**src/design/ptsm_pkg.sv**
```systemverilog
package ptsm_pkg;
  // ---------------------------------------------------------------
  // Register map (byte addresses)
  // ---------------------------------------------------------------
  localparam logic [7:0] A_CTRL      = 8'h00;
  localparam logic [7:0] A_THRESH    = 8'h04;
  localparam logic [7:0] A_STATUS    = 8'h08;
  localparam logic [7:0] A_FAILS     = 8'h0C;
  localparam logic [7:0] A_RESYNCS   = 8'h10;
  localparam logic [7:0] A_FREQ_ERR  = 8'h14;
  localparam logic [7:0] A_PHASE_ERR = 8'h18;
  localparam logic [7:0] A_WORST_F   = 8'h1C;
  localparam logic [7:0] A_WORST_P   = 8'h20;
  localparam logic [7:0] A_ACTUAL    = 8'h24;
  localparam logic [7:0] A_SYNTH     = 8'h28;
  localparam logic [7:0] A_TOTAL     = 8'h2C;
  localparam logic [7:0] A_BAD       = 8'h30;
  localparam logic [7:0] A_SINGLES   = 8'h34;
  localparam logic [7:0] A_LONGEST   = 8'h38;
  localparam logic [7:0] A_LATCH_SEC = 8'h3C;
  localparam logic [7:0] A_LATCH_FRC = 8'h40;
  localparam logic [7:0] A_SET_SEC   = 8'h44;

  // ---------------------------------------------------------------
  // Control fields
  // ---------------------------------------------------------------
  localparam int CTRL_IN_LSB   = 0;  // 3 bits input select
  localparam int CTRL_OUT_LSB  = 4;  // 3 bits output select
  localparam int CTRL_HTYPE    = 8;  // host flavour: 0 unix 1 windows
  localparam int CTRL_CLR      = 16; // write 1: clear statistics
  localparam int CTRL_SET      = 17; // write 1: load time, clear stats
  localparam int CTRL_RESET    = 18; // write 1: full clock reset

  localparam int STAT_SYNC     = 0;
  localparam int STAT_FREE     = 1;
  localparam int STAT_RELOAD   = 2;

  typedef enum logic [2:0] {
    PTSM_IN_NONE, PTSM_IN_LINE, PTSM_IN_HOST, PTSM_IN_INT, PTSM_IN_AUX
  } ptsm_in_t;
  typedef enum logic [2:0] {
    PTSM_OUT_NONE, PTSM_OUT_REPEAT, PTSM_OUT_HOST, PTSM_OUT_INT, PTSM_OUT_LOOP
  } ptsm_out_t;

  // ---------------------------------------------------------------
  // Thresholds and timing
  // ---------------------------------------------------------------
  localparam logic [31:0] THR_LINE_NS    = 32'd596;
  localparam logic [31:0] THR_UNIX_NS    = 32'd12000;
  localparam logic [31:0] THR_WIN_NS     = 32'd50000;
  localparam int          CLK_NS         = 4;
  localparam logic [31:0] SEC_NS         = 32'd1000000000;
  localparam int          SEC_CYCLES     = 1000000000 / CLK_NS;
  localparam int          TOL_NS         = 1000000;
  localparam int          TOL_CYCLES     = TOL_NS / CLK_NS;
  localparam logic [3:0]  UNSYNC_SECS    = 4'd10;
  localparam logic [31:0] PPB_SCALE      = 32'd4;
  localparam logic [31:0] SYNTH_HZ       = 32'h0400_0000;
endpackage : ptsm_pkg

```
**src/design/ptsm_cnt.sv**
```systemverilog
// Saturating statistics counter with clear
module ptsm_cnt #(
  parameter int W = 32
) (
  // Clock and reset
  input  wire logic         pclk,
  input  wire logic         presetn,
  // Control
  input  wire logic         clr,
  input  wire logic         inc,
  // Value
  output logic [W-1:0]      cnt_r
);
  always_ff @(posedge pclk or negedge presetn) begin
    if (!presetn) begin
      cnt_r <= '0;
    end else if (clr) begin
      cnt_r <= '0;
    end else if (inc && (cnt_r != {W{1'b1}})) begin
      cnt_r <= cnt_r + 1'b1;
    end
  end
endmodule // ptsm_cnt

```
**src/design/ptsm_top.sv**
```systemverilog
// Summary of operation
// - Input source selectable: line, host, internal, auxiliary or none.
// - Output source selectable: repeat line, host, internal, loop or none.
// - Phase error over threshold for 10 seconds running loses sync.
// - Default threshold 596 ns line, 12000 ns unix, 50000 ns windows host.
// - Software may program its own threshold in nanoseconds.
// - Failure count grows at each entry into not synchronized.
// - Resync count grows each time phase error exceeds one second.
// - Unsynced over 10 seconds: reload host time, clear statistics.
// - Frequency error of last second reported in ppb.
// - Phase error is local clock minus reference at last pulse.
// - Worst absolute frequency and phase errors held, cleared on stats reset.
// - Every received pulse counted, cleared on stats reset.
// - Pulse neither about one nor about two seconds after previous is bad and counted.
// - Two-second gap counts one single missed pulse.
// - Longest gap in seconds between pulses held, cleared on stats reset.
// - Time latched at each pulse not counted bad; never synced shows free running.
// - Actual crystal frequency measured; synthesized frequency reported.
// - Valid reference pulse starts sync without intervention.
// - Link carries pulse on circuit A, serial packet on circuit B.
// - Master drives internal pulse out; default slave listens on line input.
// - All statistics clear on load, clear command, set or full reset.
//
// Design decisions made here: the APB interface to the registers and the register offsets.
module ptsm_top #(
  parameter int SEC_CYC = ptsm_pkg::SEC_CYCLES,
  parameter int TOL_CYC = ptsm_pkg::TOL_CYCLES
) (
  // APB
  input  wire logic        pclk,
  input  wire logic        presetn,
  input  wire logic        psel,
  input  wire logic        penable,
  input  wire logic        pwrite,
  input  wire logic [7:0]  paddr,
  input  wire logic [31:0] pwdata,
  output logic      [31:0] prdata,
  output logic             pready,
  output logic             pslverr,
  // Pulse sources
  input  wire logic        serial_line_reference_input,
  input  wire logic        host_pulse,
  input  wire logic        aux_pulse,
  // Circuit B serial packet pin, pass-through
  input  wire logic        serial_packet_in,
  output logic             serial_packet_out,
  output logic             serial_packet_oe,
  // Pulse output, circuit A
  output logic             second_pulse_out,
  output logic             second_pulse_oe,
  // Host time reload request
  output logic             host_reload_req
);
  localparam int CW = 32;

  // -------------------------------------------------------------
  // Register state
  // -------------------------------------------------------------
  logic [2:0]    in_sel_r, out_sel_r;
  logic [31:0]   thresh_prog_r, set_sec_r;
  logic          host_win_r, clr_cmd, set_cmd, rst_cmd, wr_en, rd_en, addr_ok;

  // Pulse tracking
  logic          sel_pulse, sel_d_r, pulse_ev, int_pulse_r;
  logic [CW-1:0] gap_r, sec_cnt_r, int_cnt_r;
  logic [31:0]   gap_secs_r;

  // Timebase
  logic [31:0]   tb_sec_r, tb_frac_r, lat_sec_r, lat_frac_r;

  // Sync tracking
  logic          synced_r, ever_r, first_r, upd_r;
  logic [3:0]    over_cnt_r, unsync_cnt_r;
  logic [31:0]   phase_r, freq_r, worst_f_r, worst_p_r, actual_r;
  logic [31:0]   thresh, abs_phase, abs_freq;
  logic          good_ev, bad_ev, single_ev, fail_ev, resync_ev, auto_set, stats_clr;
  logic [31:0]   total_c, bad_c, single_c, fail_c, resync_c;

  // -------------------------------------------------------------
  // APB slave
  // -------------------------------------------------------------
  assign wr_en   = psel && penable && pwrite;
  assign rd_en   = psel && !penable && !pwrite;
  assign addr_ok = (paddr <= ptsm_pkg::A_SET_SEC) && (paddr[1:0] == 2'b00);
  assign clr_cmd = wr_en && addr_ok && (paddr == ptsm_pkg::A_CTRL)
                   && pwdata[ptsm_pkg::CTRL_CLR];
  assign set_cmd = wr_en && (paddr == ptsm_pkg::A_CTRL) && pwdata[ptsm_pkg::CTRL_SET];
  assign rst_cmd = wr_en && (paddr == ptsm_pkg::A_CTRL) && pwdata[ptsm_pkg::CTRL_RESET];

  always_ff @(posedge pclk or negedge presetn) begin
    if (!presetn) begin
      pready  <= 1'b0;
      pslverr <= 1'b0;
    end else begin
      pready  <= psel && !penable;
      pslverr <= psel && !penable && !addr_ok;
    end
  end

  always_ff @(posedge pclk or negedge presetn) begin
    if (!presetn) begin
      in_sel_r      <= ptsm_pkg::PTSM_IN_LINE;
      out_sel_r     <= ptsm_pkg::PTSM_OUT_NONE;
      host_win_r    <= 1'b0;
      thresh_prog_r <= 32'h0000_0000;
      set_sec_r     <= 32'h0000_0000;
    end else if (wr_en && addr_ok) begin
      if (paddr == ptsm_pkg::A_CTRL) begin
        if (pwdata[ptsm_pkg::CTRL_RESET]) begin
          in_sel_r  <= ptsm_pkg::PTSM_IN_LINE;
          out_sel_r <= ptsm_pkg::PTSM_OUT_NONE;
        end else begin
          in_sel_r  <= pwdata[ptsm_pkg::CTRL_IN_LSB +: 3];
          out_sel_r <= pwdata[ptsm_pkg::CTRL_OUT_LSB +: 3];
        end
        host_win_r <= pwdata[ptsm_pkg::CTRL_HTYPE];
      end
      if (paddr == ptsm_pkg::A_THRESH) thresh_prog_r <= pwdata;
      if (paddr == ptsm_pkg::A_SET_SEC) set_sec_r <= pwdata;
    end
  end

  always_ff @(posedge pclk or negedge presetn) begin
    if (!presetn) begin
      prdata <= 32'h0000_0000;
    end else if (rd_en) begin
      unique case (paddr)
        ptsm_pkg::A_CTRL:      prdata <= {23'h0, host_win_r, 1'b0, out_sel_r, 1'b0, in_sel_r};
        ptsm_pkg::A_THRESH:    prdata <= thresh;
        ptsm_pkg::A_STATUS:    prdata <= {29'h0, host_reload_req, !ever_r, synced_r};
        ptsm_pkg::A_FAILS:     prdata <= fail_c;
        ptsm_pkg::A_RESYNCS:   prdata <= resync_c;
        ptsm_pkg::A_FREQ_ERR:  prdata <= freq_r;
        ptsm_pkg::A_PHASE_ERR: prdata <= phase_r;
        ptsm_pkg::A_WORST_F:   prdata <= worst_f_r;
        ptsm_pkg::A_WORST_P:   prdata <= worst_p_r;
        ptsm_pkg::A_ACTUAL:    prdata <= actual_r;
        ptsm_pkg::A_SYNTH:     prdata <= ptsm_pkg::SYNTH_HZ;
        ptsm_pkg::A_TOTAL:     prdata <= total_c;
        ptsm_pkg::A_BAD:       prdata <= bad_c;
        ptsm_pkg::A_SINGLES:   prdata <= single_c;
        ptsm_pkg::A_LONGEST:   prdata <= gap_secs_r;
        ptsm_pkg::A_LATCH_SEC: prdata <= lat_sec_r;
        ptsm_pkg::A_LATCH_FRC: prdata <= lat_frac_r;
        ptsm_pkg::A_SET_SEC:   prdata <= set_sec_r;
        default:               prdata <= 32'h0000_0000;
      endcase
    end
  end

  // -------------------------------------------------------------
  // Threshold choice
  // -------------------------------------------------------------
  always_comb begin
    if (thresh_prog_r != 32'h0000_0000) begin
      thresh = thresh_prog_r;
    end else if (in_sel_r == ptsm_pkg::PTSM_IN_LINE) begin
      thresh = ptsm_pkg::THR_LINE_NS;
    end else if (host_win_r) begin
      thresh = ptsm_pkg::THR_WIN_NS;
    end else begin
      thresh = ptsm_pkg::THR_UNIX_NS;
    end
  end

  // -------------------------------------------------------------
  // Input mux and internal master pulse
  // -------------------------------------------------------------
  always_comb begin
    unique case (in_sel_r)
      ptsm_pkg::PTSM_IN_LINE: sel_pulse = serial_line_reference_input;
      ptsm_pkg::PTSM_IN_HOST: sel_pulse = host_pulse;
      ptsm_pkg::PTSM_IN_INT:  sel_pulse = int_pulse_r;
      ptsm_pkg::PTSM_IN_AUX:  sel_pulse = aux_pulse;
      default:                sel_pulse = 1'b0;
    endcase
  end

  always_ff @(posedge pclk or negedge presetn) begin
    if (!presetn) begin
      int_cnt_r   <= '0;
      int_pulse_r <= 1'b0;
    end else begin
      int_pulse_r <= (int_cnt_r == CW'(SEC_CYC - 1));
      int_cnt_r   <= (int_cnt_r == CW'(SEC_CYC - 1)) ? '0 : int_cnt_r + 1'b1;
    end
  end

  always_ff @(posedge pclk or negedge presetn) begin
    if (!presetn) begin
      second_pulse_out  <= 1'b0;
      second_pulse_oe   <= 1'b0;
      serial_packet_out <= 1'b0;
      serial_packet_oe  <= 1'b0;
    end else begin
      unique case (out_sel_r)
        ptsm_pkg::PTSM_OUT_REPEAT: second_pulse_out <= serial_line_reference_input;
        ptsm_pkg::PTSM_OUT_HOST:   second_pulse_out <= host_pulse;
        ptsm_pkg::PTSM_OUT_INT:    second_pulse_out <= int_pulse_r;
        ptsm_pkg::PTSM_OUT_LOOP:   second_pulse_out <= sel_pulse;
        default:                   second_pulse_out <= 1'b0;
      endcase
      second_pulse_oe   <= (out_sel_r != ptsm_pkg::PTSM_OUT_NONE);
      serial_packet_out <= serial_packet_in;
      serial_packet_oe  <= (out_sel_r == ptsm_pkg::PTSM_OUT_REPEAT);
    end
  end

  // -------------------------------------------------------------
  // Pulse edge, interval check
  // -------------------------------------------------------------
  assign pulse_ev  = sel_pulse && !sel_d_r;
  assign good_ev   = pulse_ev && (first_r || ((gap_r >= CW'(SEC_CYC - TOL_CYC))
                     && (gap_r <= CW'(SEC_CYC + TOL_CYC))));
  assign single_ev = pulse_ev && !first_r && (gap_r >= CW'(2 * SEC_CYC - TOL_CYC))
                     && (gap_r <= CW'(2 * SEC_CYC + TOL_CYC));
  assign bad_ev    = pulse_ev && !good_ev && !single_ev;
  assign stats_clr = clr_cmd || set_cmd || rst_cmd || auto_set;

  always_ff @(posedge pclk or negedge presetn) begin
    if (!presetn) begin
      sel_d_r    <= 1'b0;
      gap_r      <= '0;
      sec_cnt_r  <= '0;
      gap_secs_r <= 32'h0000_0000;
      first_r    <= 1'b1;
    end else begin
      sel_d_r <= sel_pulse;
      if (pulse_ev && !bad_ev) begin
        gap_r     <= CW'(1); // Pulse cycle itself counts
        sec_cnt_r <= '0;
        first_r   <= 1'b0;
      end else begin
        gap_r <= (gap_r == {CW{1'b1}}) ? gap_r : gap_r + 1'b1;
        if (sec_cnt_r == CW'(SEC_CYC - 1)) begin
          sec_cnt_r <= '0;
        end else begin
          sec_cnt_r <= sec_cnt_r + 1'b1;
        end
      end
      if (stats_clr) begin
        gap_secs_r <= 32'h0000_0000;
        first_r    <= 1'b1;
      end else if (pulse_ev && !first_r && (gap_r / CW'(SEC_CYC)) > gap_secs_r) begin
        gap_secs_r <= gap_r / CW'(SEC_CYC);
      end
    end
  end

  // -------------------------------------------------------------
  // Timebase, latch and error measurement
  // -------------------------------------------------------------
  assign abs_phase = phase_r[31] ? -phase_r : phase_r;
  assign abs_freq  = freq_r[31] ? -freq_r : freq_r;

  always_ff @(posedge pclk or negedge presetn) begin
    if (!presetn) begin
      tb_sec_r  <= 32'h0000_0000;
      tb_frac_r <= 32'h0000_0000;
    end else if (set_cmd || rst_cmd || auto_set) begin
      tb_sec_r  <= set_sec_r;
      tb_frac_r <= 32'h0000_0000;
    end else if (good_ev && !first_r) begin
      tb_sec_r  <= tb_sec_r + 1'b1;
      tb_frac_r <= 32'h0000_0000;
    end else if (tb_frac_r >= ptsm_pkg::SEC_NS - 32'(ptsm_pkg::CLK_NS)) begin
      tb_sec_r  <= tb_sec_r + 1'b1;
      tb_frac_r <= 32'h0000_0000;
    end else begin
      tb_frac_r <= tb_frac_r + 32'(ptsm_pkg::CLK_NS);
    end
  end

  always_ff @(posedge pclk or negedge presetn) begin
    if (!presetn) begin
      lat_sec_r  <= 32'h0000_0000;
      lat_frac_r <= 32'h0000_0000;
      phase_r    <= 32'h0000_0000;
      freq_r     <= 32'h0000_0000;
      actual_r   <= 32'h0000_0000;
      worst_f_r  <= 32'h0000_0000;
      worst_p_r  <= 32'h0000_0000;
      upd_r      <= 1'b0;
    end else begin
      upd_r <= pulse_ev && !bad_ev;
      if (pulse_ev && !bad_ev) begin
        lat_sec_r  <= tb_sec_r;
        lat_frac_r <= tb_frac_r;
        phase_r    <= (tb_frac_r >= (ptsm_pkg::SEC_NS >> 1)) ?
                      tb_frac_r - ptsm_pkg::SEC_NS : tb_frac_r;
      end
      if (good_ev && !first_r) begin
        actual_r <= gap_r;
        freq_r   <= (gap_r - CW'(SEC_CYC)) * ptsm_pkg::PPB_SCALE;
      end
      if (stats_clr) begin
        worst_f_r <= 32'h0000_0000;
        worst_p_r <= 32'h0000_0000;
      end else if (upd_r) begin
        if (abs_freq > worst_f_r) worst_f_r <= abs_freq;
        if (abs_phase > worst_p_r) worst_p_r <= abs_phase;
      end
    end
  end

  // -------------------------------------------------------------
  // Sync state, once per second
  // -------------------------------------------------------------
  assign resync_ev = pulse_ev && !bad_ev && (tb_sec_r != lat_sec_r + 1'b1)
                     && !first_r;
  assign fail_ev   = synced_r && (sec_cnt_r == CW'(SEC_CYC - 1))
                     && (over_cnt_r == ptsm_pkg::UNSYNC_SECS - 1'b1)
                     && (abs_phase > thresh);
  assign auto_set  = !synced_r && ever_r && (sec_cnt_r == CW'(SEC_CYC - 1))
                     && (unsync_cnt_r == ptsm_pkg::UNSYNC_SECS);

  always_ff @(posedge pclk or negedge presetn) begin
    if (!presetn) begin
      synced_r        <= 1'b0;
      ever_r          <= 1'b0;
      over_cnt_r      <= 4'h0;
      unsync_cnt_r    <= 4'h0;
      host_reload_req <= 1'b0;
    end else begin
      host_reload_req <= auto_set;
      if (rst_cmd || set_cmd || auto_set) begin
        synced_r     <= 1'b0;
        over_cnt_r   <= 4'h0;
        unsync_cnt_r <= 4'h0;
      end else begin
        if (good_ev && !first_r && abs_phase <= thresh) begin
          synced_r <= 1'b1;
          ever_r   <= 1'b1;
        end
        if (sec_cnt_r == CW'(SEC_CYC - 1)) begin
          if (abs_phase > thresh) begin
            over_cnt_r <= (over_cnt_r == ptsm_pkg::UNSYNC_SECS) ? over_cnt_r
                          : over_cnt_r + 1'b1;
          end else begin
            over_cnt_r <= 4'h0;
          end
          if (fail_ev) synced_r <= 1'b0;
          unsync_cnt_r <= synced_r ? 4'h0 :
                          (unsync_cnt_r == ptsm_pkg::UNSYNC_SECS) ? unsync_cnt_r
                          : unsync_cnt_r + 1'b1;
        end
      end
    end
  end

  // -------------------------------------------------------------
  // Statistics counters
  // -------------------------------------------------------------
  ptsm_cnt #(.W(32)) u_total  (.pclk(pclk), .presetn(presetn), .clr(stats_clr),
    .inc(pulse_ev), .cnt_r(total_c));
  ptsm_cnt #(.W(32)) u_bad    (.pclk(pclk), .presetn(presetn), .clr(stats_clr),
    .inc(bad_ev), .cnt_r(bad_c));
  ptsm_cnt #(.W(32)) u_single (.pclk(pclk), .presetn(presetn), .clr(stats_clr),
    .inc(single_ev), .cnt_r(single_c));
  ptsm_cnt #(.W(32)) u_fail   (.pclk(pclk), .presetn(presetn), .clr(stats_clr),
    .inc(fail_ev), .cnt_r(fail_c));
  ptsm_cnt #(.W(32)) u_resync (.pclk(pclk), .presetn(presetn), .clr(stats_clr),
    .inc(resync_ev), .cnt_r(resync_c));
endmodule // ptsm_top
```
**config.mk**
```make
export PLATFORM = sky130hd
export DESIGN_NAME = ptsm_top
export DESIGN_NICKNAME = d
export VERILOG_FILES = /design/src/design/ptsm_pkg.sv /design/src/design/ptsm_cnt.sv /design/src/design/ptsm_top.sv
export SDC_FILE = /design/constraint.sdc
export NUM_CORES = 2
export LEC_CHECK = 0
export ABC_AREA = 0
export BUFFER_PORTS_ARGS = -buffer_cell sky130_fd_sc_hd__buf_2
export CORE_ASPECT_RATIO = 0.7
export CORE_MARGIN = 2
export CORE_UTILIZATION = 58
export CTS_CLUSTER_SIZE = 20
export DETAILED_ROUTE_END_ITERATION = 10
export PLACE_DENSITY = 0.88
export SETUP_SLACK_MARGIN = 0.15
export SLEW_MARGIN = 20
export SYNTH_ARGS = -nofsm -noshare
export SYNTH_HDL_FRONTEND = slang
export SYNTH_SLANG_ARGS = --single-unit
```
**constraint.sdc**
```tcl
create_clock -name pclk -period 6.6 [get_ports pclk]
set_input_delay 0.33 -clock pclk [delete_from_list [all_inputs] [get_ports pclk]]
set_output_delay 0.33 -clock pclk [all_outputs]
set_load 0.005 [all_outputs]
```
# Word-level counts from Yosys, hierarchy flattened
# Cells that the tools add are included.
# classes
n_div	1
eq_ne	40
bitwise	1
order_cmp	12
multipliers	0
add_sub_neg	17
n_mux	54
shift	0
n_reduce_logical	77
# ops
operator	n
$mux 32	33
$pmux 32 s18	1
$add 32x1->32 const B	10
$ne 32x32->1 const B	5
$gt 32x32->1	4
$eq 32x28->1 const B	2
$eq 8x6->1 const B	8
$ge 32x29->1 const B	2
$neg 32->32	2
$logic_and 1x1->1	37
$add 32x3->32 const B	1
$div 32x28->32 const B	1
$eq 32x32->1 const B	1
$eq 8x5->1 const B	4
$ge 32x28->1 const B	1
$ge 32x30->1 const B	1
$le 32x28->1 const B	1
$le 32x29->1 const B	1
$le 32x32->1	1
$mux 16	2
$mux 4	8
$ne 32x32->1	1
$reduce_bool 32->1	1
$sub 32x30->32 const B	1
23 further kinds	73
# totals
rom_bits	0
n_memories	0
ramBits	0
wordCells	241
out_inout_bits	39
latchBits	0
register_bits	698

# Depth between registers and ports, before layout
# depth
depth_word	15
ltp_mapped	35
depth_no_buf	32

# Modules after synthesis
# A second synthesis with hierarchy kept.
# unflattened
hier_cells	4677
area_unflattened_um2	41567.4
# modules_own_cells
mod	area_per_inst_um2	cells_each	n_inst	seq_area_each_um2
ptsm_top	32296.0	3687	1	12239.2
ptsm_cnt	1854.3	198	5	800.8

# Least setup slack after synthesis
# No wires, ideal clock.
# synth_timing
path_type	register to register
startpoint	reg gap_r[21]
endpoint	reg gap_secs_r[1]
t_arrival_ns	6.897
path_slack_ns	-0.429
setup_ns	0.132
path_stages_with_launch	33
path_cell_list	dfrtp_1 buf_6 a311o_1 a31o_1 a21oi_4 mux2_2 o21a_2 a21boi_4 o22ai_2 inv_2 mux2_4 or3b_1 buf_2 a31oi_1 nand2b_1 mux2_2 o21bai_1 a21oi_1 a211oi_1 a211o_1 mux2_1 o32ai_1 a211oi_2 ha_1 nor2b_1 o21ai_0 nand2b_1 a21oi_1 nor2b_1 o21ai_0 a31oi_1 mux2i_1 nor2_1
# synth_between
elab_chain_len	4
word_cells_on_any_way	6
cone_classes	div (1); order compare (1); mux (2); reduce/logical (2)
# synth_lines
item	line_no	rtl
from (decl)	ptsm_top.sv:65	logic [CW-1:0] gap_r, sec_cnt_r, int_cnt_r;
from (signal assigned)	ptsm_top.sv:234	gap_r <= (gap_r == {CW{1'b1}}) ? gap_r : gap_r + 1'b1;
$div 32x28->32 *	ptsm_top.sv:244, ptsm_top.sv:245	
$gt 32x32->1	ptsm_top.sv:244	end else if (pulse_ev && !first_r && (gap_r / CW'(SEC_CYC)) > gap_secs_r) begin
$logic_and 1x1->1	ptsm_top.sv:244	
$reduce_bool 2->1 (no line)	n/a	
to (signal assigned)	ptsm_top.sv:245	gap_secs_r <= gap_r / CW'(SEC_CYC);
to (decl)	ptsm_top.sv:66	logic [31:0] gap_secs_r;
# Every way passes the cells marked *; elsewhere a longest branch is shown, timed or not. The select of a mux whose other input is x is not followed.
# A chain may end at the register's enable or synchronous reset.

# Final worst setup path
# layout_timing
startpoint	reg gap_r[12]
endpoint	reg gap_secs_r[1]
# The elaborated chain is that of the path after synthesis.

==> results.txt <==
Core Area = 67770 um2
Crit Path Max Fanout = 8
Most frequent cells after synthesis = dfrtp_1 (647), nor2_1 (580), nand2_1 (377)
Yosys cell types = 112
Post-route worst setup slack = -267.4 ps
Synth area leader = dfrtp_1
Pin count of the biggest net entering global routing = 124
DR pass1 iterations = 8
Count leader, synth = dfrtp_1
Fill cells = 4988
First DRT Iteration DRCs = 5957
Die area = 70310 um2
Violations in the final reports = negative setup slack
Power per cell area = 277.7 nW/um2
Slowest-stage cell, CP = dfrtp_1
Syn Area/Cell = 8.946 um2
Grt ovf = 0
Synth Flop Type = dfrtp_1
Share of the synthesized area in the top cell type = 40.95%
H-tree Lvls = 2
Max Clock Freq = 145.6 MHz
ANT nets after route = 0
Crit Path Class = reg2reg
Startpoint types = flip-flop
Clock tree buffer depth = 3
Leakage = 20.55 nW
Rows = 80
Fin cells = 5661
Cells after Synth = 4420
Nets = 4877
Die width = 316.1 um
Max-Cap Viols = 0
DRC viols = 0
Die height = 222.5 um
RePlAce Congestion = 1.050
Post-synth EDFFs = 0
Post-Place Cells = 5473
Crit. End Element = flip-flop
Peak supply drop = 0.0002598 V
HP Class = in2reg
Wire length per cell = 24.02 um
Setup TNS after final layout = -1227 ps
Total power = 12.81 mW
Initial antenna violation count = 7
Num CTS Buffers = 61
Clock Latency Late Sink = 680 ps
#FFs+latches synth = 649
CTS tree = done
Synth top area cells = dfrtp_1 (41%), nor2_1 (5.5%), xor2_1 (4.5%)
Hold Fails Final Rpt = 0
Worst-path clk slew = 70 ps
Area grow syn2layout = 16.61%
Unrepaired setup endpoints after global routing = true
Share of layout cells above drive strength 1 = 17.22%
Slew headroom = 27.82%
DR vias = 37517
Detail Placement HPWL = 98.12 mm
Tightest Pin Transition = 1077 ps
Io pins = 88
Dpl cell area = 42740 um2
IO buf count = 87
CP required = 7120 ps
Vias per inst = 6.627
CP arrival = 7390 ps
WL final = 136.0 mm
First-pass GRT wire length = 207.2 mm
Status = finished with violations
Post-synthesis sequential area ratio = 41.08%
CTS root buf = clkbuf_16
Final setup fails = 5
Starting density of the core = 58.35%
YS warnings = 0
Clock Sink Count = 649
Max stage delay on crit path = 390 ps
Mapped cell area = 39540 um2
Final instance area = 46110 um2
Async SR Flop Fraction = 100.0%
Fin crit share = 104.1%
Max-slew violations = 0
Period minus WS final = 6867 ps
Vias in the first global route = 35146
Clk_skew = 24.89 ps
GRT Util Overall = 38.01%
[through the flow]
step / hold slack [ps] / util (%) / worst slack (ps)
final: 21.90 / 68.04 / -267.4
after global routing: 13.43 / 68.03 / -597.4
after CTS: 13.78 / 67.31 / -46.51
after detailed placement: 440.9 / 63.07 / -321.7
after global placement: 438.3 / 63.07 / -182.5
after floorplan: 34.41 / - / 161.8
[power by group]
group	internal (mW)	switching, mW
Clock	2.14	1.68
Combinational	2.03	2.43
Sequential	4.21	0.320
[final timing paths]
check | end | startpoint | slack [ps] | depth (start not counted)
max | gap_secs_r[1] | gap_r[12] | -270 | 34
min | set_sec_r[4] | pwdata[4] | 20 | 2
max reg2reg | gap_secs_r[1] | gap_r[12] | -270 | 34
min reg2reg | int_cnt_r[0] | int_cnt_r[0] | 470 | 1
max in group asynchronous | gap_secs_r[0] | presetn | 4590 | 3
min in group asynchronous | sec_cnt_r[5] | presetn | 320 | 2
[final cells by class]
class	instances	area, um2	area share [%]
multi-input cells	3384	22550	48.90
inverters	157	601.8	1.305
clock inverters	28	387.9	0.8412
repair buffers	452	3440	7.460
diodes	3	7.507	0.01628
well taps	902	1129	2.448
clock buffers	86	1750	3.796
flip-flops and latches	649	16240	35.23
[cell families after synthesis]
logic type / after synthesis / synth area share [%]
flip-flops: 649 / 41.08
buffers and inverters: 390 / 3.835
multiplexers: 221 / 6.060
XOR/XNOR: 407 / 9.015
other: 1 / 0.009484
AO/OA/AOI/OAI: 914 / 15.40
AND/OR/NAND/NOR: 1715 / 20.71
adder cells (fa/ha/maj): 123 / 3.892
[repair_timing]
item,4_1_cts,5_1_grt
pin swaps,32,31
endpoints found under the hold margin,171,0
hold buffers,31,0
gates resized for setup,55,54
setup buffers,18,21
endpoints found under the setup margin,10,17
[metal layers]
layer	GRT usage (%)	routed length, um
met1	55.27	54880
met2	51.40	54180
met3	13.96	20790
met4	13.85	6101
met5	0	52
[cell usage in the layout, fill, tap and decap left out, drive strengths merged, types with 19 or more instances in the layout]
master and count:
a21o 33, a221oi 34, and3 87, o21ai 198, a22oi 155, clkbuf 86, nand2b 38, nand4 90
nor3 83, buf 421, or3 62, nand3 207, mux2 141, mux2i 80, and2 24, nor4 38
a21oi 231, xnor2 203, dfrtp 647, nor2b 35, a31oi 36, ha 123, inv 159, a22o 19
o22ai 31, a211oi 20, dlygate4sd3 31, nand2 377, xor2 204, o31ai 28, nor2 581
[critical path: cells and delay by family (launching register included)]
family	cells	cell delay, ps
xor+xnor	2	400
flops	1	390
simple gates	6	710
mux	3	720
fa+ha+maj	1	180
buf+inv	5	740
compound gates	17	3580
Note: power is estimated with default switching activity, not from simulation.
